## config.mk

```make
export PLATFORM = sky130hd
export DESIGN_NAME = fsc_sweep_control
export DESIGN_NICKNAME = d
export VERILOG_FILES = /design/src/hw/fsc_pkg.sv /design/src/hw/fsc_ramp_counter.sv /design/src/hw/fsc_update_clock.sv /design/src/hw/fsc_sweep_control.sv
export SDC_FILE = /design/constraint.sdc
export NUM_CORES = 2
export LEC_CHECK = 0
export ABC_CLOCK_PERIOD_IN_PS = 5800
export BUFFER_PORTS_ARGS = -buffer_cell sky130_fd_sc_hd__clkbuf_2
export CAP_MARGIN = 20
export CELL_PAD_IN_SITES_DETAIL_PLACEMENT = 2
export CELL_PAD_IN_SITES_GLOBAL_PLACEMENT = 2
export CORE_MARGIN = 2
export CORE_UTILIZATION = 37
export DETAILED_ROUTE_END_ITERATION = 12
export GPL_TIMING_DRIVEN = 0
export MAX_ROUTING_LAYER = met4
export PLACE_DENSITY = 0.88
export SETUP_SLACK_MARGIN = 0.2
export SLEW_MARGIN = 20
export SYNTH_ARGS = -nofsm -noshare
export SYNTH_HDL_FRONTEND = slang
export SYNTH_HIERARCHICAL = 1
export SYNTH_SLANG_ARGS = --single-unit
```

## constraint.sdc

```tcl
create_clock -name ref_clk -period 5.8 [get_ports ref_clk]
set_clock_uncertainty 0.1 [all_clocks]
set_input_delay 0.58 -clock ref_clk [delete_from_list [all_inputs] [get_ports ref_clk]]
set_output_delay 0.58 -clock ref_clk [all_outputs]
set_load 0.02 [all_outputs]
```

## src/hw/fsc_pkg.sv

```systemverilog
// Constants, register map and field layout for the frequency sweep control block
// How it works
// [RULE_01] New step or rate taken mid-sweep
// [RULE_02] Ramped FSK bounded; chirp has no top
// [RULE_03] Clear bit write zeroes frequency accumulator once
// [RULE_04] Held clear bit re-clears on each update
// [RULE_05] Clearing leaves the step word intact
// [RULE_06] Dual clear holds both accumulators at zero
// [RULE_07] Words written during dual clear apply after
// [RULE_08] Host loads start, step, rate, then updates
// [RULE_09] Settings reach core only on update; the code applies the control byte and update period at once
// [RULE_10] Step sign picks sweep direction
// [RULE_11] Chirp never returns to start by itself
// [RULE_12] Freeze pin halts chirp ramp counter
// [RULE_13] Ramp counter finishes old count before reload
// [RULE_14] Update counter runs on system clock; the code steps it on every second cycle
// [RULE_15] Zero step keeps frequency still
// [RULE_16] Host may sawtooth via update clock clears
// [RULE_17] Ramp pulse every programmed value plus one
// [RULE_18] Each ramp pulse adds step to accumulator; the code subtracts it in ramped FSK going down
// [RULE_19] Ramped FSK runs until destination reached
// [RULE_20] Freeze pin synchronised before gating
package fsc_pkg;
  // Port and word widths
  localparam int ADDR_W    = 6;
  localparam int DATA_W    = 8;
  localparam int FTW_W     = 48;
  localparam int RATE_W    = 20;
  localparam int UPD_W     = 32;
  localparam int MEM_DEPTH = 32;
  // Byte offsets, most significant byte at the lowest address
  localparam logic [5:0] ADDR_START = 6'h04;
  localparam logic [5:0] ADDR_HIGH  = 6'h0a;
  localparam logic [5:0] ADDR_STEP  = 6'h10;
  localparam logic [5:0] ADDR_UPD   = 6'h16;
  localparam logic [5:0] ADDR_RATE  = 6'h1a;
  localparam logic [5:0] ADDR_CTRL  = 6'h1f;
  // Control byte fields
  localparam int CTRL_CLR1_BIT    = 0;
  localparam int CTRL_CLR2_BIT    = 1;
  localparam int CTRL_INT_UPD_BIT = 2;
  localparam int CTRL_MODE_LSB    = 4;
  localparam logic [7:0] CTRL_RST = 8'h04;
  localparam logic [7:0] BYTE_RST = 8'h00;
  // Operating modes
  localparam logic [2:0] MODE_SINGLE  = 3'h0;
  localparam logic [2:0] MODE_UNRAMP  = 3'h1;
  localparam logic [2:0] MODE_RAMPED  = 3'h2;
  localparam logic [2:0] MODE_CHIRP   = 3'h3;
  // Timing
  localparam int SYS_CLK_PERIOD_NS = 4;
  localparam int UPD_HIGH_CYCLES   = 8;
  localparam logic [3:0] UPD_HIGH_CNT = 4'(UPD_HIGH_CYCLES);
endpackage : fsc_pkg

```

## src/hw/fsc_ramp_counter.sv

```systemverilog
// Ramp rate countdown counter producing sweep step pulses
`timescale 1ns/1ps
`default_nettype none
module fsc_ramp_counter
  import fsc_pkg::*;
(
  input  wire logic              ref_clk,
  input  wire logic              sys_rst,
  input  wire logic              run,
  input  wire logic              hold,
  input  wire logic              restart,
  input  wire logic [RATE_W-1:0] rate,
  output logic                   tick,
  output logic [RATE_W-1:0]      count
);
  logic [RATE_W-1:0] cnt_reg;  // Present count

  // Countdown; apart from restart, reload happens only at zero, so a new rate waits out the old count
  always_ff @(posedge ref_clk) begin
    if (sys_rst) begin
      cnt_reg <= '0;
    end else if (restart) begin
      cnt_reg <= rate;  // Restart keeps the previous rate
    end else if (run && !hold) begin  // RULE_12
      if (cnt_reg == '0) begin
        cnt_reg <= rate;  // RULE_13
      end else begin
        cnt_reg <= cnt_reg - 1'b1;  // RULE_17
      end
    end
  end

  // Pulse at zero: spacing is rate plus one cycles
  assign tick  = run && !hold && (cnt_reg == '0);  // RULE_17
  assign count = cnt_reg;
endmodule : fsc_ramp_counter
`default_nettype wire

```

## src/hw/fsc_update_clock.sv

```systemverilog
// Update strobe: external edge synchroniser and internal periodic generator
`timescale 1ns/1ps
`default_nettype none
module fsc_update_clock
  import fsc_pkg::*;
(
  input  wire logic             ref_clk,
  input  wire logic             sys_rst,
  input  wire logic             int_mode,
  input  wire logic [UPD_W-1:0] period,
  input  wire logic             pin_in,
  output logic                  pin_out,
  output logic                  pin_oe,
  output logic                  upd_evt
);
  logic             s1_reg, s2_reg, s3_reg;  // Pin synchroniser and edge history
  logic             half_reg;                // Half-rate enable
  logic [UPD_W-1:0] cnt_reg;                 // Internal countdown
  logic [3:0]       hi_reg;                  // Output high-time counter
  logic             int_zero;                // Internal count expiry

  // Two-flop synchroniser, edge taken from the second and third stages only
  always_ff @(posedge ref_clk) begin
    if (sys_rst) begin
      s1_reg <= 1'b0;
      s2_reg <= 1'b0;
      s3_reg <= 1'b0;
    end else begin
      s1_reg <= pin_in;
      s2_reg <= s1_reg;
      s3_reg <= s2_reg;
    end
  end

  assign int_zero = half_reg && (cnt_reg == '0);

  // Internal counter ticks every second system clock, locked to it
  always_ff @(posedge ref_clk) begin
    if (sys_rst) begin
      half_reg <= 1'b0;
      cnt_reg  <= '0;
    end else begin
      half_reg <= ~half_reg;  // RULE_14
      if (half_reg) begin
        cnt_reg <= int_zero ? period : cnt_reg - 1'b1;
      end
    end
  end

  // Fixed high time on the pin when generated internally
  always_ff @(posedge ref_clk) begin
    if (sys_rst) begin
      hi_reg  <= '0;
      pin_out <= 1'b0;
      pin_oe  <= 1'b0;
    end else begin
      pin_oe <= int_mode;
      if (int_mode && int_zero) begin
        hi_reg <= UPD_HIGH_CNT;
      end else if (hi_reg != '0) begin
        hi_reg <= hi_reg - 1'b1;
      end
      pin_out <= int_mode && ((hi_reg != '0) || int_zero);
    end
  end

  // One-cycle transfer event from the selected source
  always_ff @(posedge ref_clk) begin
    if (sys_rst) begin
      upd_evt <= 1'b0;
    end else begin
      upd_evt <= int_mode ? int_zero : (s2_reg && !s3_reg);  // RULE_14
    end
  end
endmodule : fsc_update_clock
`default_nettype wire

```

## src/hw/fsc_sweep_control.sv

```systemverilog
// Frequency sweep control: register buffer, active core, accumulators
`timescale 1ns/1ps
`default_nettype none
module fsc_sweep_control
  import fsc_pkg::*;
(
  input  wire logic              ref_clk,
  input  wire logic              sys_rst,
  input  wire logic [ADDR_W-1:0] par_addr,
  input  wire logic              par_wr,
  input  wire logic              par_rd,
  input  wire logic [DATA_W-1:0] par_wdata,
  output logic [DATA_W-1:0]      par_rdata,
  input  wire logic              keying_select_pin,
  input  wire logic              update_pin_in,
  output logic                   update_pin_out,
  output logic                   update_pin_oe,
  output logic [FTW_W-1:0]       tuning_word,
  output logic [FTW_W-1:0]       phase_word
);
  // Buffered program bytes, host side
  logic [DATA_W-1:0] buf_mem [0:MEM_DEPTH-1];
  // Active core copies, loaded on update only
  logic [FTW_W-1:0]  f1_act_reg;
  logic [FTW_W-1:0]  f2_act_reg;
  logic [FTW_W-1:0]  step_act_reg;
  logic [RATE_W-1:0] rate_act_reg;
  // Accumulators
  logic [FTW_W-1:0]  freq_acc_reg;   // frequency_accumulator
  logic [FTW_W-1:0]  phase_acc_reg;  // phase_accumulator
  // Keying pin synchroniser
  logic              key_s1_reg;
  logic              key_s2_reg;
  // Decoded control and helpers
  logic [7:0]        ctrl;
  logic [2:0]        mode;
  logic              is_chirp;
  logic              is_ramped;
  logic              dual_clr;
  logic              wr_ctrl;
  logic              clr1_now;
  logic              upd_evt;
  logic              hold;
  logic              run;
  logic              tick;
  logic [RATE_W-1:0] ramp_cnt;
  logic [FTW_W-1:0]  span;
  logic [FTW_W:0]    up_sum;
  logic [FTW_W-1:0]  freq_acc_next;
  logic [FTW_W-1:0]  tuning_next;

  // Gather six buffered bytes into a word, first byte most significant
  function automatic logic [FTW_W-1:0] get_word48(input logic [5:0] base);
    logic [FTW_W-1:0] w;
    w = '0;
    for (int i = 0; i < 6; i++) begin
      w = {w[FTW_W-9:0], buf_mem[5'(base + 6'(i))]};
    end
    return w;
  endfunction : get_word48

  // Gather the three ramp rate bytes, upper four bits of first byte unused
  function automatic logic [RATE_W-1:0] get_rate(input logic [5:0] base);
    return {buf_mem[5'(base)][3:0], buf_mem[5'(base + 6'h01)], buf_mem[5'(base + 6'h02)]};
  endfunction : get_rate

  // Control decode
  assign ctrl      = buf_mem[5'(ADDR_CTRL)];
  assign mode      = ctrl[CTRL_MODE_LSB +: 3];
  assign is_chirp  = (mode == MODE_CHIRP);
  assign is_ramped = (mode == MODE_RAMPED);
  assign dual_clr  = ctrl[CTRL_CLR2_BIT];
  assign wr_ctrl   = par_wr && (par_addr == ADDR_CTRL);

  // One-cycle clear on each write with the bit set, and on every update while held
  assign clr1_now = (wr_ctrl && par_wdata[CTRL_CLR1_BIT])  // RULE_03
                 || (upd_evt && ctrl[CTRL_CLR1_BIT]);     // RULE_04

  // Host byte writes; the buffer is free to change at any time
  always_ff @(posedge ref_clk) begin
    if (sys_rst) begin
      for (int i = 0; i < MEM_DEPTH; i++) begin
        buf_mem[i] <= (i == int'(ADDR_CTRL)) ? CTRL_RST : BYTE_RST;
      end
    end else if (par_wr && !par_addr[5]) begin
      buf_mem[par_addr[4:0]] <= par_wdata;  // RULE_07
    end
  end

  // Reads see the buffer, never the active core
  // Read port: buffered values, zero above the map
  always_ff @(posedge ref_clk) begin
    if (sys_rst) begin
      par_rdata <= '0;
    end else if (par_rd) begin
      par_rdata <= par_addr[5] ? '0 : buf_mem[par_addr[4:0]];
    end
  end

  // Transfer buffer to core on update; also lets the slope change mid-ramp
  always_ff @(posedge ref_clk) begin
    if (sys_rst) begin
      f1_act_reg   <= '0;
      f2_act_reg   <= '0;
      step_act_reg <= '0;
      rate_act_reg <= '0;
    end else if (upd_evt) begin  // RULE_09
      f1_act_reg   <= get_word48(ADDR_START);
      f2_act_reg   <= get_word48(ADDR_HIGH);
      step_act_reg <= get_word48(ADDR_STEP);  // RULE_01
      rate_act_reg <= get_rate(ADDR_RATE);    // RULE_01
    end
  end

  // Keying and freeze pin synchroniser; first stage feeds only the second
  always_ff @(posedge ref_clk) begin
    if (sys_rst) begin
      key_s1_reg <= 1'b0;
      key_s2_reg <= 1'b0;
    end else begin
      key_s1_reg <= keying_select_pin;  // RULE_20
      key_s2_reg <= key_s1_reg;         // RULE_20
    end
  end

  // Freeze only in chirp mode, and only from the synchronised level
  assign hold = is_chirp && key_s2_reg;  // RULE_12
  assign span = f2_act_reg - f1_act_reg;

  // Run conditions: chirp free-runs, ramped FSK stops at its destination
  // A parked counter keeps its partial count for the next run
  always_comb begin
    run = 1'b0;
    if (!dual_clr) begin
      if (is_chirp) begin
        run = 1'b1;  // RULE_11
      end else if (is_ramped) begin
        run = key_s2_reg ? (freq_acc_reg != span) : (freq_acc_reg != '0);  // RULE_19
      end
    end
  end

  // Ramp rate counter
  fsc_ramp_counter u_ramp (
    .ref_clk (ref_clk),
    .sys_rst (sys_rst),
    .run     (run),
    .hold    (hold),
    .restart (clr1_now),
    .rate    (rate_act_reg),
    .tick    (tick),
    .count   (ramp_cnt)
  );

  // Update strobe source
  fsc_update_clock u_upd (
    .ref_clk  (ref_clk),
    .sys_rst  (sys_rst),
    .int_mode (ctrl[CTRL_INT_UPD_BIT]),
    .period   ({buf_mem[5'(ADDR_UPD)], buf_mem[5'(ADDR_UPD + 6'h01)],
                buf_mem[5'(ADDR_UPD + 6'h02)], buf_mem[5'(ADDR_UPD + 6'h03)]}),
    .pin_in   (update_pin_in),
    .pin_out  (update_pin_out),
    .pin_oe   (update_pin_oe),
    .upd_evt  (upd_evt)
  );

  // Next accumulator value on a ramp pulse
  // Carry kept so an upward wrap can still be clamped
  assign up_sum = {1'b0, freq_acc_reg} + {1'b0, step_act_reg};
  always_comb begin
    freq_acc_next = freq_acc_reg;
    if (is_chirp) begin
      freq_acc_next = up_sum[FTW_W-1:0];  // RULE_10
    end else if (key_s2_reg) begin
      // Clamp at the high tuning frequency, even on wrap
      freq_acc_next = (up_sum[FTW_W] || (up_sum[FTW_W-1:0] >= span)) ? span : up_sum[FTW_W-1:0];  // RULE_02
    end else begin
      // Ramp down toward the low tuning frequency
      freq_acc_next = (freq_acc_reg <= step_act_reg) ? '0 : freq_acc_reg - step_act_reg;  // RULE_02
    end
  end

  // Frequency accumulator; clears never touch the step word
  always_ff @(posedge ref_clk) begin
    if (sys_rst) begin
      freq_acc_reg <= '0;
    end else if (dual_clr) begin
      freq_acc_reg <= '0;  // RULE_06
    end else if (clr1_now) begin
      freq_acc_reg <= '0;  // RULE_03 RULE_05
    end else if (tick) begin
      freq_acc_reg <= freq_acc_next;  // RULE_18 RULE_15
    end
  end

  // Tuning word selection per mode
  always_comb begin
    tuning_next = f1_act_reg;
    unique case (mode)
      MODE_SINGLE: tuning_next = f1_act_reg;
      MODE_UNRAMP: tuning_next = key_s2_reg ? f2_act_reg : f1_act_reg;
      MODE_RAMPED: tuning_next = f1_act_reg + freq_acc_reg;  // RULE_18
      MODE_CHIRP:  tuning_next = f1_act_reg + freq_acc_reg;  // RULE_11
      default:     tuning_next = f1_act_reg;  // Unused mode codes fall back to single tone
    endcase
  end

  // One register stage between sweep sum and phase step
  // Registered tuning word; forced to 0 Hz under dual clear
  always_ff @(posedge ref_clk) begin
    if (sys_rst) begin
      tuning_word <= '0;
    end else begin
      tuning_word <= dual_clr ? '0 : tuning_next;  // RULE_06
    end
  end

  // Phase accumulator
  // Wraps freely; only dual clear stops it
  always_ff @(posedge ref_clk) begin
    if (sys_rst) begin
      phase_acc_reg <= '0;
    end else if (dual_clr) begin
      phase_acc_reg <= '0;  // RULE_06
    end else begin
      phase_acc_reg <= phase_acc_reg + tuning_word;
    end
  end
  assign phase_word = phase_acc_reg;
endmodule : fsc_sweep_control
`default_nettype wire

```

==> results of run 1 <==
-- per-stage QoR --
step                utilization  TNS, ps  cell area [sq um]
CTS                       0.439    -3870              50900
detailed placement        0.395  -146740              45800
floorplan                     -        0              43300
global placement          0.395  -129540              45800
-- metal layers --
metal  GRT overflow  global-route usage
met4            119               0.690
met2             97               0.811
met3              3               0.536
met1              3               0.669
met5              -                   -
-- cell families after synthesis --
logic type      share of synthesized area
buf+inv                            0.0457
flops                               0.354
mux                                0.0759
fa+ha+maj                          0.0863
simple gates                        0.194
compound gates                      0.187
xor+xnor                           0.0567
-- timing repair --
| action | in CTS |
|---|---|
| buffers inserted | 90 |
| gates cloned | 5 |
| resized for setup | 514 |
| hold buffers | 0 |
| pin swaps | 115 |
| setup endpoints to repair | 68 |
==> key figures, run 1 <==
Synthesis
  – Register area share after synthesis: 0.354
  – Dominant synthesized flop cell: dfxtp_1
  – Synthesized cell area: 43200 sq um
  – #FFs+latches synth: 637
  – Syn Area/Cell: 9.02 sq um
  – Most numerous cell in the Yosys netlist: nor2_1
  – Synth warnings: 6
  – Area leader, netlist: edfxtp_1
  – Post-Syn Nets: 5108
  – Synth cell types: 113
  – Async set or reset register ratio after synthesis: 0
  – Post-synthesis instance total: 4793
  – Post-synth EDFFs: 256
  – Area contributors post-synth: edfxtp_1, dfxtp_1, ha_1, nor2_1, mux2i_1
  – Top cell type's share of synthesized area: 0.178
  – Post-synth top cells: nor2_1, dfxtp_1, a21oi_1

Clocking
  – # clock sinks: 637
  – H-tree depth: 3
  – Max clock buf depth: 3
  – Clk root buf: clkbuf_16
  – Num CTS Buffers: 72

STA
  – GR repair worst EP: freq_acc_reg[4]$_SDFFE_PP0P_/D
  – Worst-path endpoint category: register input

GRT
  – Initial antenna violation count: 120
  – Largest net degree at the start of global routing: 15
  – GRT Util Overall: 0.684
  – Gr ovfl total: 222

Die
  – Die W: 346 microns
  – Die Ht: 346 microns
  – Boundary pin count: 126
  – FP Rows: 125
  – Initial Utilization: 0.372

Status
  – Halt Stage: global routing
  – Error msg: [ERROR GRT-0232] Routing congestion too high. Check the congestion heatmap in the GUI.
  – Status: aborted with a tool error

Placement
  – DP Worst Slack: -2900 ps
  – Routability congestion estimate from global placement: 0.991
  – Dpl cells: 6440
  – I/O Buffers: 123
  – HPWL Detailed: 166 mm
==> inputs of run 2 (changes only) <==
Settings changed: ABC_CLOCK_PERIOD_IN_PS 5800 to 7540, CELL_PAD_IN_SITES_DETAIL_PLACEMENT 2 to not set, CELL_PAD_IN_SITES_GLOBAL_PLACEMENT 2 to not set, CORE_UTILIZATION 37 to 30, MAX_ROUTING_LAYER met4 to not set, PLACE_DENSITY 0.88 to not set, PLACE_DENSITY_LB_ADDON set to 0.15, SETUP_SLACK_MARGIN 0.2 to not set.
Clock period 5.8 ns to 7.54 ns, I/O delays scaled along.
==> run 2 against run 1 <==
The run now ends clean. Area after synthesis did not move. Synthesized cell count did not move.
==> key figures, run 2 <==
GRT
  – Vias in the first global route: 36600
  – GRT Util Overall: 0.240
  – Gr ovfl total: 0
  – Largest net degree at the start of global routing: 14
  – First-pass GRT wire length: 259 mm
  – Initial antenna violation count: 15

Clocking
  – CTS tree: built
  – H-tree depth: 3
  – CTS Hold Bufs: 0
  – Worst skew pair latency: 710 ps
  – # clock sinks: 637
  – Clock-pin slew on the worst setup and hold paths: 60 ps
  – Clk root buf: clkbuf_16
  – Num CTS Buffers: 78
  – Max clock buf depth: 3

Setup path
  – CP Depth: 26
  – Buf/Inv on CP: 5
  – Critical Path Source: f1_act_reg[10]$_SDFFE_PP0P_
  – Top delay family on crit path: compound AO/OA/AOI/OAI gates
  – Cell mode on critical path: or2_2
  – Slowest stage delay, CP: 600 ps
  – CP startpoint kind: flop
  – Reg2reg setup slack: 270 ps
  – Worst Path Max Fanout: 10
  – Critical path class: flop to flop
  – FF-to-FF Start: f1_act_reg[10]$_SDFFE_PP0P_
  – CP Data Required Time: 7990 ps
  – Crit end category: flop
  – Crit path to: freq_acc_reg[46]$_SDFFE_PP0P_
  – R2R depth: 26
  – FF-to-FF End: freq_acc_reg[46]$_SDFFE_PP0P_
  – Arr. time, crit path: 7720 ps
  – CP max-delay cell: or4_1

Routing
  – Detail Route Antenna Nets: 0
  – Avg WL per Cell: 26.1 microns
  – DRC violations left: 0
  – Via density per instance: 5.53
  – WL final: 182 mm
  – Drt first-iter violations: 3744
  – Pre-antenna DRT Iters: 9
  – Via count: 38500

Synthesis
  – Post-synthesis instance total: 4793
  – Async set or reset register ratio after synthesis: 0
  – Most numerous cell in the Yosys netlist: nor2_1
  – Post-Syn Nets: 5108
  – Dominant synthesized flop cell: dfxtp_1
  – Synthesized cell area: 43200 sq um
  – Top cell type's share of synthesized area: 0.178
  – Area leader, netlist: edfxtp_1
  – Syn Area/Cell: 9.02 sq um
  – Post-synth EDFFs: 256
  – Register area share after synthesis: 0.354
  – #FFs+latches synth: 637
  – Area contributors post-synth: edfxtp_1, dfxtp_1, ha_1, nor2_1, mux2i_1
  – Post-synth top cells: nor2_1, dfxtp_1, a21oi_1
  – Synth cell types: 113
  – Synth warnings: 6

Final layout
  – # fillers: 15000
  – Final nets: 5315
  – Number of inserted diodes: 0
  – Layout cells sized above 1: 0.103
  – Biggest register: buf_mem
  – Area grow syn2layout: 13.7%
  – Commonest non-fill, non-tap cell in the layout: nor2_1
  – Area occupied by multi-input gates: 26200 sq um
  – Design Area, Final: 49100 sq um
  – Max reg flops: 256
  – Reg area: 15300 sq um
  – Most frequent cells in the layout: nor2_1, dfxtp_1, a21oi_1
  – Final core utilization: 0.343

STA
  – Final setup vio count: 0
  – Relative slew slack: 0.232
  – Slew @ Worst Pin: 1150 ps
  – Final hold violations: 0
  – Slew Limit Fails: 0
  – Worst setup margin: 271 ps
  – Max Clock Freq: 138 MHz
  – Final Cycle Share: 0.964
  – Final hold slack: 168 ps
  – Final min period: 7270 ps

Die
  – Die Ht: 384 microns
  – Initial Utilization: 0.302
  – Die ar.: 147000 sq um
  – Core box area: 143000 sq um
  – Boundary pin count: 126
  – FP Rows: 139
  – Die W: 384 microns

Placement
  – Placed cell area: 46300 sq um
  – Routability congestion estimate from global placement: 0.968
  – DP Worst Slack: -1110 ps
  – HPWL Detailed: 146 mm
  – I/O Buffers: 123

Pwr
  – Leak pwr: 19.8 nW
  – P per Cell Area: 294 nW/um^2
  – Total power draw: 0.0145 W
  – Peak VDD IR: 0.237 mV

Status
  – Status: complete, no violations

Worst hold path
  – Class of the worst hold path: input port to flop
  – HP Start: update_pin_in

Job
  – Max Cap Viol: 0
## run 2: logic make-up after synthesis
| group | after synthesis | synth area share |
|---|---|---|
| compound gates | 1219 | 0.187 |
| mux | 247 | 0.0759 |
| buf+inv | 499 | 0.0457 |
| flops | 637 | 0.354 |
| fa+ha+maj | 295 | 0.0863 |
| simple gates | 1645 | 0.194 |
| xor+xnor | 251 | 0.0567 |
## run 2: worst min path at each step
stage	to	slack [ps]	depth (start not counted)
6_report	u_upd/s1_reg$_SDFF_PP0_	170	2
5_1_grt	u_upd/s1_reg$_SDFF_PP0_	160	2
4_1_cts	u_upd/s1_reg$_SDFF_PP0_	130	2
3_5_place_dp	key_s2_reg$_SDFF_PP0_	330	1
3_3_place_gp	key_s2_reg$_SDFF_PP0_	330	1
2_1_floorplan	key_s2_reg$_SDFF_PP0_	310	1
## run 2: where the power goes
part	leakage, nW	total (W)	internal [W]	switching [W]
sequential	5.52	0.00418	0.00381	0.000369
clock	1.24	0.00387	0.00219	0.00168
combinational	13.0	0.00643	0.00228	0.00415
total	19.8	0.0145	0.00828	0.00620
## run 2: per-stage QoR
step	setup TNS (ps)	std cells
5_1_grt	-8.68	6966
3_5_place_dp	-39490	6822
6_report	0	6966
4_1_cts	0	6964
3_3_place_gp	-43150	6819
2_1_floorplan	0	4793
## run 2: layer usage
metal / up-vias / global-route usage / share of wire
met5: - / 0 / 0.000072
met4: 2 / 0.0901 / 0.042
met3: 294 / 0.0324 / 0.059
met2: 1310 / 0.377 / 0.44
met1: 19000 / 0.333 / 0.45
li1: 17900 / - / -
## run 2: final cells by class
type	count	area share
buffer	266	0.0228
clock buffer	100	0.0431
clock inverter	43	0.00996
inverter	229	0.0175
multi-input combinational	3657	0.532
sequential	637	0.312
tap	1903	0.0485
timing repair buffer	131	0.0140
## run 2: timing repair
action	4_1_cts	5_1_grt
gates resized for setup	29	29
setup endpoints to repair	49	48
pin swaps	0	1
setup buffers	0	5
No activity file was read; power rests on OpenSTA's default activity.
